--- src/inc/cfg_cmd_pkg.sv ---
// Purpose: shared constants and types of the configuration command interpreter
// Assumes: ascii byte stream on the host side, one byte per handshake
// Notes: all numeric arguments and replies are hexadecimal
package cfg_cmd_pkg;
  // characters
  localparam logic [7:0] CHAR_PLUS = 8'h2b;
  localparam logic [7:0] CHAR_CR = 8'h0d;
  localparam logic [7:0] CHAR_COMMA = 8'h2c;
  localparam logic [7:0] CHAR_A = 8'h41;
  localparam logic [7:0] CHAR_T = 8'h54;
  localparam logic [1:0] PLUS_COUNT_LAST = 2'h2;
  // two-letter command codes as ascii pairs
  localparam logic [15:0] CODE_DEST_LOW = 16'h444c;
  localparam logic [15:0] CODE_BAUD = 16'h4244;
  localparam logic [15:0] CODE_TIMEOUT = 16'h4354;
  localparam logic [15:0] CODE_SAVE = 16'h5752;
  localparam logic [15:0] CODE_RESTORE = 16'h5245;
  localparam logic [15:0] CODE_SWRESET = 16'h4652;
  localparam logic [15:0] CODE_APPLY = 16'h4143;
  localparam logic [15:0] CODE_EXIT = 16'h434e;
  // addressing
  localparam logic [15:0] SHORT_ADDR_USE_LONG = 16'hfffe;
  // factory defaults
  localparam logic [31:0] DEST_DEFAULT = 32'h0000_0000;
  localparam logic [2:0] BAUD_DEFAULT = 3'h3;
  localparam logic [2:0] BAUD_MAX = 3'h7;
  localparam logic [15:0] TIMEOUT_DEFAULT = 16'h0064;
  // remote status codes
  localparam logic [7:0] STATUS_OK = 8'h00;
  localparam logic [7:0] STATUS_ERROR = 8'h01;
  localparam logic [7:0] STATUS_BAD_CMD = 8'h02;
  localparam logic [7:0] STATUS_BAD_PARAM = 8'h03;
  // register offsets
  localparam logic [3:0] REG_STATUS = 4'h0;
  localparam logic [3:0] REG_DEST = 4'h1;
  localparam logic [3:0] REG_BAUD = 4'h2;
  localparam logic [3:0] REG_TIMEOUT = 4'h3;
  // timing
  localparam int unsigned CLOCK_HZ = 25_000_000;
  localparam int unsigned TIMEOUT_UNIT_MS = 100;
  localparam int unsigned RESET_DELAY_MS = 100;
  localparam int unsigned TICK_CYCLES = CLOCK_HZ / 1000 * TIMEOUT_UNIT_MS;
  localparam int unsigned RESET_DELAY_CYCLES = CLOCK_HZ / 1000 * RESET_DELAY_MS;

  typedef enum logic [3:0] {
    ST_DATA = 4'h0,
    ST_A = 4'h1,
    ST_T = 4'h2,
    ST_C1 = 4'h3,
    ST_C2 = 4'h4,
    ST_ARG = 4'h5,
    ST_EXEC = 4'h6,
    ST_RESP = 4'h7,
    ST_RST = 4'h8
  } state_type;

  typedef enum logic [3:0] {
    CC_DEST = 4'h0,
    CC_BAUD = 4'h1,
    CC_TIMEOUT = 4'h2,
    CC_SAVE = 4'h3,
    CC_RESTORE = 4'h4,
    CC_SWRESET = 4'h5,
    CC_APPLY = 4'h6,
    CC_EXIT = 4'h7,
    CC_BAD = 4'h8
  } cmd_code_type;

  typedef enum logic [1:0] {
    RK_OK = 2'h0,
    RK_ERROR = 2'h1,
    RK_VALUE = 2'h2
  } rsp_kind_type;

  typedef struct packed {
    logic [31:0] dest;
    logic [2:0] baud;
    logic [15:0] timeout;
  } params_type;

  localparam params_type PARAMS_DEFAULT = '{DEST_DEFAULT, BAUD_DEFAULT, TIMEOUT_DEFAULT};
endpackage

--- src/logic/config_command_interpreter.sv ---
// Purpose: text command interpreter and remote configuration handler
// Assumes: host byte stream and radio request/response strobes come from logic on mclk
// Notes: nonvolatile copy is held in flip-flops loaded with factory defaults only by reset_n (power-up)
`timescale 1ns/10ps

module config_command_interpreter #(
  parameter int unsigned TICK_CYCLES = cfg_cmd_pkg::TICK_CYCLES,
  parameter int unsigned RESET_DELAY_CYCLES = cfg_cmd_pkg::RESET_DELAY_CYCLES
) (
  // clock and reset
  input wire logic mclk,
  input wire logic reset_n,
  // host byte stream in
  input wire logic rxValid,
  input wire logic [7:0] rxData,
  output logic rxReady,
  // host byte stream out
  output logic txValid,
  output logic [7:0] txData,
  input wire logic txReady,
  // remote configuration request from radio
  input wire logic remReqValid,
  input wire logic [7:0] remFrameId,
  input wire logic [15:0] remShortAddr,
  input wire logic [63:0] remLongAddr,
  input wire logic [15:0] remCmd,
  input wire logic remParamValid,
  input wire logic [31:0] remParam,
  input wire logic remApply,
  // remote response back to radio
  output logic remRspValid,
  output logic [7:0] remRspFrameId,
  output logic [7:0] remRspStatus,
  output logic [31:0] remRspValue,
  output logic remRspUseLong,
  output logic [15:0] remRspShortAddr,
  output logic [63:0] remRspLongAddr,
  // remote response received over radio
  input wire logic radioRspValid,
  input wire logic [7:0] radioRspFrameId,
  input wire logic [7:0] radioRspStatus,
  input wire logic [31:0] radioRspValue,
  // response frame to host
  output logic hostRspValid,
  output logic [7:0] hostRspFrameId,
  output logic [7:0] hostRspStatus,
  output logic [31:0] hostRspValue,
  // active settings
  output logic [2:0] baudSelect,
  output logic [31:0] destAddrLow,
  output logic cmdMode,
  // register port
  input wire logic [3:0] regAddr,
  input wire logic [31:0] regWrData,
  input wire logic regWrite,
  input wire logic regRead,
  output logic [31:0] regRdData
);

  // counters are 24 bits wide and need at least two states
  if (TICK_CYCLES < 2 || TICK_CYCLES > 32'h00ff_ffff || RESET_DELAY_CYCLES < 2 ||
      RESET_DELAY_CYCLES > 32'h00ff_ffff) begin : g_count_check
    $error("config_command_interpreter: unsupported cycle counts");
  end

  typedef struct packed {
    cfg_cmd_pkg::state_type state;
    cfg_cmd_pkg::state_type afterState;
    logic [1:0] plusCnt;
    logic [15:0] cmd;
    logic [31:0] arg;
    logic [3:0] argCnt;
    logic argBad;
    logic comma;
    cfg_cmd_pkg::rsp_kind_type rspKind;
    logic [31:0] rspVal;
    logic [3:0] rspLen;
    logic [3:0] charIdx;
    logic [23:0] tickCnt;
    logic [15:0] ctCnt;
    logic rstArm;
    logic [23:0] rstCnt;
    cfg_cmd_pkg::params_type active;
    cfg_cmd_pkg::params_type pending;
    cfg_cmd_pkg::params_type saved;
    logic rxReady;
    logic txValid;
    logic [7:0] txData;
    logic remRspValid;
    logic [7:0] remRspFrameId;
    logic [7:0] remRspStatus;
    logic [31:0] remRspValue;
    logic remRspUseLong;
    logic [15:0] remRspShortAddr;
    logic [63:0] remRspLongAddr;
    logic hostRspValid;
    logic [7:0] hostRspFrameId;
    logic [7:0] hostRspStatus;
    logic [31:0] hostRspValue;
    logic [31:0] regRdData;
    logic cmdMode;
  } core_type;

  localparam logic [23:0] TICK_LAST = 24'(TICK_CYCLES - 1);
  localparam logic [23:0] RESET_LAST = 24'(RESET_DELAY_CYCLES - 1);

  core_type core_reg;
  core_type core_next;

  function automatic cfg_cmd_pkg::cmd_code_type decodeCmd(input logic [15:0] code);
    unique case (code)
      cfg_cmd_pkg::CODE_DEST_LOW: decodeCmd = cfg_cmd_pkg::CC_DEST;
      cfg_cmd_pkg::CODE_BAUD: decodeCmd = cfg_cmd_pkg::CC_BAUD;
      cfg_cmd_pkg::CODE_TIMEOUT: decodeCmd = cfg_cmd_pkg::CC_TIMEOUT;
      cfg_cmd_pkg::CODE_SAVE: decodeCmd = cfg_cmd_pkg::CC_SAVE;
      cfg_cmd_pkg::CODE_RESTORE: decodeCmd = cfg_cmd_pkg::CC_RESTORE;
      cfg_cmd_pkg::CODE_SWRESET: decodeCmd = cfg_cmd_pkg::CC_SWRESET;
      cfg_cmd_pkg::CODE_APPLY: decodeCmd = cfg_cmd_pkg::CC_APPLY;
      cfg_cmd_pkg::CODE_EXIT: decodeCmd = cfg_cmd_pkg::CC_EXIT;
      default: decodeCmd = cfg_cmd_pkg::CC_BAD;
    endcase
  endfunction

  function automatic logic [7:0] upperCase(input logic [7:0] c);
    upperCase = (c >= 8'h61 && c <= 8'h7a) ? (c - 8'h20) : c;
  endfunction

  // hex digit decode: bit 4 marks a valid digit
  function automatic logic [4:0] hexDigit(input logic [7:0] c);
    logic [7:0] u;
    u = upperCase(c);
    if (u >= 8'h30 && u <= 8'h39) begin
      hexDigit = {1'b1, u[3:0]};
    end else if (u >= 8'h41 && u <= 8'h46) begin
      hexDigit = {1'b1, 4'(u[3:0] + 4'h9)};
    end else begin
      hexDigit = 5'h00;
    end
  endfunction

  function automatic logic [3:0] digitCount(input logic [31:0] v);
    digitCount = 4'h1;
    for (int i = 1; i < 8; i++) begin
      if (v[4*i +: 4] != 4'h0) begin
        digitCount = 4'(i + 1);
      end
    end
  endfunction

  function automatic logic [7:0] respChar(input cfg_cmd_pkg::rsp_kind_type kind, input logic [3:0] idx,
                                          input logic [31:0] val, input logic [3:0] len);
    logic [3:0] nib;
    nib = 4'(val >> (4 * (len - idx - 4'h1)));
    if (idx == len) begin
      respChar = cfg_cmd_pkg::CHAR_CR;
    end else begin
      unique case (kind)
        cfg_cmd_pkg::RK_OK: respChar = (idx == 4'h0) ? 8'h4f : 8'h4b;
        cfg_cmd_pkg::RK_ERROR: respChar = (idx == 4'h0 || idx == 4'h3) ? ((idx == 4'h0) ? 8'h45 : 8'h4f) : 8'h52;
        default: respChar = (nib < 4'ha) ? {4'h3, nib} : 8'(8'h37 + {4'h0, nib});
      endcase
    end
  endfunction

  always_comb begin
    cfg_cmd_pkg::cmd_code_type code;
    logic [4:0] hd;
    logic rxFire;
    logic tick;
    logic ok;
    logic query;
    logic [7:0] rstat;
    logic [31:0] rval;
    logic rstReq;
    code = cfg_cmd_pkg::CC_BAD;
    hd = 5'h00;
    ok = 1'b1;
    query = 1'b0;
    rstat = cfg_cmd_pkg::STATUS_OK;
    rstReq = 1'b0;
    rval = 32'h0000_0000;
    core_next = core_reg;
    core_next.remRspValid = 1'b0;
    core_next.hostRspValid = 1'b0;
    rxFire = rxValid && core_reg.rxReady;
    tick = (core_reg.tickCnt == TICK_LAST);
    core_next.tickCnt = tick ? 24'h00_0000 : core_reg.tickCnt + 24'h00_0001;

    // remote configuration request
    if (remReqValid) begin
      code = decodeCmd(remCmd);
      query = !remParamValid;
      unique case (code)
        cfg_cmd_pkg::CC_DEST: begin
          rval = core_reg.pending.dest;
          if (!query) core_next.pending.dest = remParam;
        end
        cfg_cmd_pkg::CC_BAUD: begin
          rval = {29'h0, core_reg.pending.baud};
          if (!query && remParam > {29'h0, cfg_cmd_pkg::BAUD_MAX}) rstat = cfg_cmd_pkg::STATUS_BAD_PARAM;
          else if (!query) core_next.pending.baud = remParam[2:0];
        end
        cfg_cmd_pkg::CC_TIMEOUT: begin
          rval = {16'h0, core_reg.pending.timeout};
          if (!query && (remParam == 32'h0 || remParam[31:16] != 16'h0)) rstat = cfg_cmd_pkg::STATUS_BAD_PARAM;
          else if (!query) core_next.pending.timeout = remParam[15:0];
        end
        cfg_cmd_pkg::CC_SAVE: core_next.saved = core_reg.pending;
        cfg_cmd_pkg::CC_RESTORE: core_next.pending = cfg_cmd_pkg::PARAMS_DEFAULT;
        cfg_cmd_pkg::CC_SWRESET: begin
          core_next.rstArm = 1'b1;
          rstReq = 1'b1;
          core_next.rstCnt = 24'h00_0000;
        end
        cfg_cmd_pkg::CC_APPLY: core_next.active = core_reg.pending;
        cfg_cmd_pkg::CC_EXIT: core_next.active = core_reg.pending;
        default: rstat = cfg_cmd_pkg::STATUS_BAD_CMD;
      endcase
      if ((remApply || code == cfg_cmd_pkg::CC_APPLY) && rstat == cfg_cmd_pkg::STATUS_OK) begin
        core_next.active = core_next.pending;
      end
      if (remFrameId != 8'h00) begin
        core_next.remRspValid = 1'b1;
        core_next.remRspFrameId = remFrameId;
        core_next.remRspStatus = rstat;
        core_next.remRspValue = query ? rval : 32'h0000_0000;
        core_next.remRspUseLong = (remShortAddr == cfg_cmd_pkg::SHORT_ADDR_USE_LONG);
        core_next.remRspShortAddr = remShortAddr;
        core_next.remRspLongAddr = (remShortAddr == cfg_cmd_pkg::SHORT_ADDR_USE_LONG) ? remLongAddr : 64'h0;
      end
    end

    // radio response forwarded to host
    if (radioRspValid && radioRspFrameId != 8'h00) begin
      core_next.hostRspValid = 1'b1;
      core_next.hostRspFrameId = radioRspFrameId;
      core_next.hostRspStatus = radioRspStatus;
      core_next.hostRspValue = radioRspValue;
    end

    if (core_reg.txValid && txReady) core_next.txValid = 1'b0;
    ok = 1'b1;
    query = 1'b0;
    rval = 32'h0000_0000;

    unique case (core_reg.state)
      cfg_cmd_pkg::ST_DATA: begin
        if (rxFire && rxData == cfg_cmd_pkg::CHAR_PLUS) begin
          core_next.plusCnt = core_reg.plusCnt + 2'h1;
          if (core_reg.plusCnt == cfg_cmd_pkg::PLUS_COUNT_LAST) begin
            core_next.plusCnt = 2'h0;
            core_next.ctCnt = 16'h0000;
            core_next.rspKind = cfg_cmd_pkg::RK_OK;
            core_next.rspLen = 4'h2;
            core_next.charIdx = 4'h0;
            core_next.afterState = cfg_cmd_pkg::ST_A;
            core_next.state = cfg_cmd_pkg::ST_RESP;
          end
        end else if (rxFire) begin
          core_next.plusCnt = 2'h0;
        end
      end
      cfg_cmd_pkg::ST_A: begin
        if (rxFire && upperCase(rxData) == cfg_cmd_pkg::CHAR_A) core_next.state = cfg_cmd_pkg::ST_T;
      end
      cfg_cmd_pkg::ST_T: begin
        if (rxFire) begin
          core_next.state = (upperCase(rxData) == cfg_cmd_pkg::CHAR_T) ? cfg_cmd_pkg::ST_C1 : cfg_cmd_pkg::ST_A;
        end
      end
      cfg_cmd_pkg::ST_C1: begin
        if (rxFire) begin
          core_next.cmd[15:8] = upperCase(rxData);
          core_next.state = cfg_cmd_pkg::ST_C2;
        end
      end
      cfg_cmd_pkg::ST_C2: begin
        if (rxFire) begin
          core_next.cmd[7:0] = upperCase(rxData);
          core_next.arg = 32'h0000_0000;
          core_next.argCnt = 4'h0;
          core_next.argBad = 1'b0;
          core_next.state = cfg_cmd_pkg::ST_ARG;
        end
      end
      cfg_cmd_pkg::ST_ARG: begin
        if (rxFire) begin
          hd = hexDigit(rxData);
          if (rxData == cfg_cmd_pkg::CHAR_COMMA || rxData == cfg_cmd_pkg::CHAR_CR) begin
            core_next.comma = (rxData == cfg_cmd_pkg::CHAR_COMMA);
            core_next.state = cfg_cmd_pkg::ST_EXEC;
          end else if (hd[4] && core_reg.argCnt < 4'h8) begin
            core_next.arg = {core_reg.arg[27:0], hd[3:0]};
            core_next.argCnt = core_reg.argCnt + 4'h1;
          end else if (rxData != 8'h20) begin
            core_next.argBad = 1'b1;
          end
        end
      end
      cfg_cmd_pkg::ST_EXEC: begin
        code = decodeCmd(core_reg.cmd);
        query = (core_reg.argCnt == 4'h0);
        ok = !core_reg.argBad;
        core_next.ctCnt = 16'h0000;
        core_next.afterState = core_reg.comma ? cfg_cmd_pkg::ST_C1 : cfg_cmd_pkg::ST_A;
        unique case (code)
          cfg_cmd_pkg::CC_DEST: begin
            rval = core_reg.pending.dest;
            if (!query && ok) core_next.pending.dest = core_reg.arg;
          end
          cfg_cmd_pkg::CC_BAUD: begin
            rval = {29'h0, core_reg.pending.baud};
            if (!query && core_reg.arg > {29'h0, cfg_cmd_pkg::BAUD_MAX}) ok = 1'b0;
            else if (!query && ok) core_next.pending.baud = core_reg.arg[2:0];
          end
          cfg_cmd_pkg::CC_TIMEOUT: begin
            rval = {16'h0, core_reg.pending.timeout};
            if (!query && (core_reg.arg == 32'h0 || core_reg.arg[31:16] != 16'h0)) ok = 1'b0;
            else if (!query && ok) core_next.pending.timeout = core_reg.arg[15:0];
          end
          cfg_cmd_pkg::CC_SAVE: if (ok) core_next.saved = core_reg.pending;
          cfg_cmd_pkg::CC_RESTORE: if (ok) core_next.pending = cfg_cmd_pkg::PARAMS_DEFAULT;
          cfg_cmd_pkg::CC_SWRESET: begin
            if (ok) begin
              core_next.rstArm = 1'b1;
              rstReq = 1'b1;
              core_next.rstCnt = 24'h00_0000;
              core_next.afterState = cfg_cmd_pkg::ST_RST;
            end
          end
          cfg_cmd_pkg::CC_APPLY: if (ok) core_next.active = core_reg.pending;
          cfg_cmd_pkg::CC_EXIT: begin
            if (ok) begin
              core_next.active = core_reg.pending;
              core_next.afterState = cfg_cmd_pkg::ST_DATA;
            end
          end
          default: ok = 1'b0;
        endcase
        query = query && (code == cfg_cmd_pkg::CC_DEST || code == cfg_cmd_pkg::CC_BAUD ||
                          code == cfg_cmd_pkg::CC_TIMEOUT);
        core_next.charIdx = 4'h0;
        core_next.rspVal = rval;
        if (!ok) begin
          core_next.rspKind = cfg_cmd_pkg::RK_ERROR;
          core_next.rspLen = 4'h5;
        end else if (query) begin
          core_next.rspKind = cfg_cmd_pkg::RK_VALUE;
          core_next.rspLen = digitCount(rval);
        end else begin
          core_next.rspKind = cfg_cmd_pkg::RK_OK;
          core_next.rspLen = 4'h2;
        end
        core_next.state = cfg_cmd_pkg::ST_RESP;
      end
      cfg_cmd_pkg::ST_RESP: begin
        if (!core_next.txValid) begin
          core_next.txValid = 1'b1;
          core_next.txData = respChar(core_reg.rspKind, core_reg.charIdx, core_reg.rspVal, core_reg.rspLen);
          if (core_reg.charIdx == core_reg.rspLen) core_next.state = core_reg.afterState;
          else core_next.charIdx = core_reg.charIdx + 4'h1;
        end
      end
      cfg_cmd_pkg::ST_RST: begin
      end
      default: core_next.state = cfg_cmd_pkg::ST_DATA;
    endcase

    // command-mode timeout while waiting for input
    if (core_reg.state inside {cfg_cmd_pkg::ST_A, cfg_cmd_pkg::ST_T, cfg_cmd_pkg::ST_C1,
                               cfg_cmd_pkg::ST_C2, cfg_cmd_pkg::ST_ARG} && tick) begin
      core_next.ctCnt = core_reg.ctCnt + 16'h0001;
      if (core_next.ctCnt >= core_reg.active.timeout) begin
        core_next.state = cfg_cmd_pkg::ST_DATA;
        core_next.plusCnt = 2'h0;
      end
    end

    // delayed software reset reloads the saved copy
    // a new request in the same cycle wins and restarts the delay
    if (core_reg.rstArm && !rstReq) begin
      core_next.rstCnt = core_reg.rstCnt + 24'h00_0001;
      if (core_reg.rstCnt == RESET_LAST && !(core_reg.state == cfg_cmd_pkg::ST_RESP)) begin
        core_next.rstArm = 1'b0;
        core_next.active = core_reg.saved;
        core_next.pending = core_reg.saved;
        core_next.state = cfg_cmd_pkg::ST_DATA;
        core_next.plusCnt = 2'h0;
        core_next.txValid = 1'b0;
      end else if (core_reg.rstCnt == RESET_LAST) begin
        core_next.rstCnt = core_reg.rstCnt;
      end
    end

    // register port
    if (regWrite && regAddr == cfg_cmd_pkg::REG_TIMEOUT && regWrData[15:0] != 16'h0) begin
      core_next.active.timeout = regWrData[15:0];
      core_next.pending.timeout = regWrData[15:0];
    end
    core_next.regRdData = 32'h0000_0000;
    if (regRead) begin
      unique case (regAddr)
        cfg_cmd_pkg::REG_STATUS: core_next.regRdData = {29'h0, core_reg.rstArm, core_reg.active != core_reg.pending,
                                                         core_reg.state != cfg_cmd_pkg::ST_DATA};
        cfg_cmd_pkg::REG_DEST: core_next.regRdData = core_reg.active.dest;
        cfg_cmd_pkg::REG_BAUD: core_next.regRdData = {29'h0, core_reg.active.baud};
        cfg_cmd_pkg::REG_TIMEOUT: core_next.regRdData = {16'h0, core_reg.active.timeout};
        default: core_next.regRdData = 32'h0000_0000;
      endcase
    end

    core_next.rxReady = core_next.state inside {cfg_cmd_pkg::ST_DATA, cfg_cmd_pkg::ST_A, cfg_cmd_pkg::ST_T,
                                                cfg_cmd_pkg::ST_C1, cfg_cmd_pkg::ST_C2, cfg_cmd_pkg::ST_ARG};
    core_next.cmdMode = (core_next.state != cfg_cmd_pkg::ST_DATA);
  end

  always_ff @(posedge mclk or negedge reset_n) begin
    if (!reset_n) begin
      core_reg <= '0;
      core_reg.state <= cfg_cmd_pkg::ST_DATA;
      core_reg.afterState <= cfg_cmd_pkg::ST_DATA;
      core_reg.active <= cfg_cmd_pkg::PARAMS_DEFAULT;
      core_reg.pending <= cfg_cmd_pkg::PARAMS_DEFAULT;
      core_reg.saved <= cfg_cmd_pkg::PARAMS_DEFAULT;
    end else begin
      core_reg <= core_next;
    end
  end

  assign rxReady = core_reg.rxReady;
  assign txValid = core_reg.txValid;
  assign txData = core_reg.txData;
  assign remRspValid = core_reg.remRspValid;
  assign remRspFrameId = core_reg.remRspFrameId;
  assign remRspStatus = core_reg.remRspStatus;
  assign remRspValue = core_reg.remRspValue;
  assign remRspUseLong = core_reg.remRspUseLong;
  assign remRspShortAddr = core_reg.remRspShortAddr;
  assign remRspLongAddr = core_reg.remRspLongAddr;
  assign hostRspValid = core_reg.hostRspValid;
  assign hostRspFrameId = core_reg.hostRspFrameId;
  assign hostRspStatus = core_reg.hostRspStatus;
  assign hostRspValue = core_reg.hostRspValue;
  assign baudSelect = core_reg.active.baud;
  assign destAddrLow = core_reg.active.dest;
  assign cmdMode = core_reg.cmdMode;
  assign regRdData = core_reg.regRdData;

endmodule // config_command_interpreter

--- config.mk ---
export PLATFORM = sky130hd
export DESIGN_NAME = config_command_interpreter
export DESIGN_NICKNAME = d
export VERILOG_FILES = /design/src/inc/cfg_cmd_pkg.sv /design/src/logic/config_command_interpreter.sv
export SDC_FILE = /design/constraint.sdc
export NUM_CORES = 1
export LEC_CHECK = 0
export BUFFER_PORTS_ARGS = -buffer_cell sky130_fd_sc_hd__buf_4
export CAP_MARGIN = 20
export CORE_ASPECT_RATIO = 0.5
export CORE_UTILIZATION = 49
export CTS_BUF_LIST = sky130_fd_sc_hd__clkbuf_2 sky130_fd_sc_hd__clkbuf_4 sky130_fd_sc_hd__clkbuf_8
export DETAILED_ROUTE_END_ITERATION = 10
export GPL_TIMING_DRIVEN = 0
export PLACE_DENSITY_LB_ADDON = 0.25
export RECOVER_POWER = 50
export SKIP_LAST_GASP = 1
export SYNTH_ARGS = -nofsm -noshare
export SYNTH_HDL_FRONTEND = slang
export SYNTH_SLANG_ARGS = --single-unit
--- constraint.sdc ---
create_clock -name mclk -period 6.4 [get_ports mclk]
set_input_delay 1.92 -clock mclk [delete_from_list [all_inputs] [get_ports mclk]]
set_output_delay 1.92 -clock mclk [all_outputs]
set_load 0.01 [all_outputs]
==> impl_results.md <==
- Clock buffer depth: 3
- Clk sink count: 538
- Total power: 0.00774 W
- Ports: between 400 and 500
- Hold buffer count at CTS: 0
- Post-synthesis compound-gate area fraction: 18.6%
- First-pass GRT wire length: 168000 um
- Synthesized area: roughly 30000 um2
- Die Wd: about 350 um
- Placed cell area: 34700 um2
- Layout area overhead: 21.4%
- Slew HR: -103%
- Combinational family with the most area after synthesis: simple AND/OR/NAND/NOR gates
- Xor/xnor cell area share of the yosys netlist: 3.44%
- Routed wire per std cell: about 24 um
- Vias per inst: 5.97
- Cell Rows: 63
- Later-pin clock latency in the skew report: between 0.7 and 0.8 ns
- Initial antenna violation count: 4
- Reg2Reg Setup Slack: 1.54 ns
- Height of the die: around 180 um
- GRT Util Overall: 35.7%
- Max rail drop VDD: 0.000168 V
- Effective utilization at floorplan: about 50%
- Drt total wl: 113000 um
- Syn Area/Cell: roughly 9.0 um2
- WHS Path Cells: 2
- Setup crit end kind: flip-flop
- Simple-gate share of the synthesized area: 19.2%
- Reg clk slew, reported paths: around 0.070 ns
- Worst hold path class: reg2reg
- Synth async-reset ratio: 100%
- Max_cap viols: 2
- CP max-delay cell: nor3b_1
- N_diodes: 0
- Fin. Hold Viols: 0
- GR Overflow Total: 0
- Critical path type: reg2reg
- Combinational power share: between 10% and 20%
- Seq pwr share: 46.4%
- Max FFs per register: between 200 and 300
- Worst path cell trace: nor3b_1 -> and4_1 -> clkbuf_1 -> nand4_1 -> nor3_1 -> clkbuf_1 -> o21ai_0 -> o211ai_1 -> o211ai_1 -> nand2_1
- Gpl congestion: ~1.1
- Switching share of power: 27.1%
- Worst Tran Pin Value: ~3 ns
- Reg2Reg Depth: 10
- Post-synth EDFFs: 0
- Num CTS Buffers: 82
- Crit path launch type: flip-flop
- Share of post-route cells with drive strength above 1: 24.7%
- Critical Path Stages: 10
- Most frequent cells in the layout: buf_4 (709), nand2_1 (581), dfrtp_1 (523), nor2_1 (280), o21ai_0 (207)
- Post-CTS setup buffer count: 0
- Syn Inst Count: about 3300
- Pleak: 16.9 nW
- Sequential share of the synthesized area: 44.9%
- Final net count: 4167
- Slew Limit Fails: 229
- Net Sw Power: roughly 0.0021 W
- CP bufs+invs: 2
- First-pass DRT Iterations: 10
- Cell family with most CP delay: simple AND/OR/NAND/NOR gates
- Final ANT Viol Nets: 0
- CTS H-tree depth: 3
- Largest net degree at the start of global routing: 125
- Total internal power: 0.00565 W
- Via Count: 28480
- Power per cell area: roughly 210 nW/um2
- Status: finished, violations left
- Clock skew: 0.0457 ns
- Cts repair resizes: 0
- DRC viols: 0
- Core area: 59900 um2
- Crit path max fanout: 10
- Tmin final: 4.86 ns
- Synth Area in Adders: around 1.5%
- Flops & latches, synth: 538
- Failing checks: capacitance limit, slew limit
- Max Fclk: 206 MHz
- Post-route cell area: 36500 um2
- Critical Path RT: between 7 and 8 ns
- Yosys cell types: 98
- HPWL Detailed: about 86000 um
- Yosys warns: 0
- Clock power share: 42.5%
- WHS: 0.477 ns
- Root Driver: clkbuf_8
- Period Utilization, post-route: 75.9%
- Max stage delay on crit path: 1.08 ns
- CTS tree: built
- # port buffers: between 400 and 500
- Final setup viols: 0
- Mux share of post-synthesis cell area: 2.06%
- Critical Path AT: 5.51 ns
- Most common cell after layout, fill and taps aside: buf_4
- Synth Flop Type: dfrtp_1
- Die area: around 62000 um2
- Unrepaired setup endpoints after global routing: false
- Number of global-route vias before repair: 26582
- DRT iter0 DRCs: 3582
-- layer usage --
| metal | GRT usage, % | up-vias | wire [um] |
|---|---|---|---|
| met2 | 52.5 | 1653 | 48400 |
| met3 | 11.6 | 306 | 13700 |
| met5 | 1.38 | - | 133 |
| li1 | - | 12651 | - |
| met1 | 48.4 | 13866 | 45900 |
| met4 | 14.4 | 4 | 4780 |
-- worst min-delay path, delay by kind of cell, from the launching register on --
| kind | cells | cell delay, ns |
|---|---|---|
| DFF | 1 | 0.34 |
| and+or+nand+nor | 2 | 0.11 |
-- power groups by stage --
stage	Sequential (W)	Combinational, W	Clock (W)
finish	0.00359	0.000860	0.00329
detailed placement	0.00364	0.000847	0
CTS	0.00358	0.000849	0.00332
global route	0.00359	0.000912	0.00348
floorplan	0.00360	0.000389	0
global placement	0.00364	0.000826	0
-- synthesized netlist by cell type, types with 17 or more instances --
master / count / area [um2]
buf_2: 26 / 130
xnor2_1: 59 / 517
o31ai_1: 26 / 195
nor2_1: 280 / 1050
nand4_1: 54 / 338
xor2_1: 57 / 499
o21ai_1: 37 / 185
o21ai_0: 207 / 1040
a211oi_1: 26 / 195
nand2_1: 581 / 2180
or3_1: 19 / 119
dfrtp_1: 523 / 13100
buf_4: 254 / 1910
a21oi_1: 41 / 205
a21o_1: 22 / 165
nor3_1: 27 / 135
o221ai_1: 36 / 315
nor2b_1: 21 / 131
clkbuf_1: 179 / 672
and4_1: 17 / 149
o211ai_1: 102 / 766
inv_1: 88 / 330
mux2_2: 24 / 270
ha_1: 35 / 438
a22oi_1: 57 / 428
nand3_1: 58 / 290
a22o_1: 124 / 1090
and3_1: 47 / 294
nor4_1: 45 / 282
-- worst paths after layout --
check | from | endpoint
min in group asynchronous | reset_n | core_reg[525]
max | core_reg[533] | core_reg[303]
min reg2reg | hostRspFrameId[2] | hostRspFrameId[2]
max reg2reg | core_reg[533] | core_reg[303]
max in group asynchronous | reset_n | remRspLongAddr[26]
min | hostRspFrameId[2] | hostRspFrameId[2]
-- cell families after synthesis --
kind of cell	after synthesis
simple gates	1245
mux	45
buf+inv	554
xor+xnor	117
flops	538
fa+ha+maj	36
compound gates	794
other cells	1
-- through the flow --
step | TNS (ns) | cells | worst slack [ns] | utilization, %
4_1_cts | 0 | 4768 | 2.07 | 61.0
3_3_place_gp | -1233.77 | 4616 | -2.47 | 57.7
2_1_floorplan | 0 | 3336 | 2.27 | -
6_report | 0 | 4769 | 1.54 | 60.9
5_1_grt | 0 | 4769 | 1.26 | 60.9
3_5_place_dp | 0 | 4620 | 1.30 | 57.9
-- layout make-up --
class / instances / area [um2]
Buffer: 466 / 2750
Clock buffer: 129 / 1600
Clock inverter: 19 / 239
Fill cell: 5322 / 23400
Inverter: 88 / 330
Multi-Input combinational cell: 2244 / 13500
Sequential cell: 538 / 13500
Tap cell: 812 / 1020
Timing Repair Buffer: 473 / 3560
Note: power is estimated with default switching activity, not from simulation.
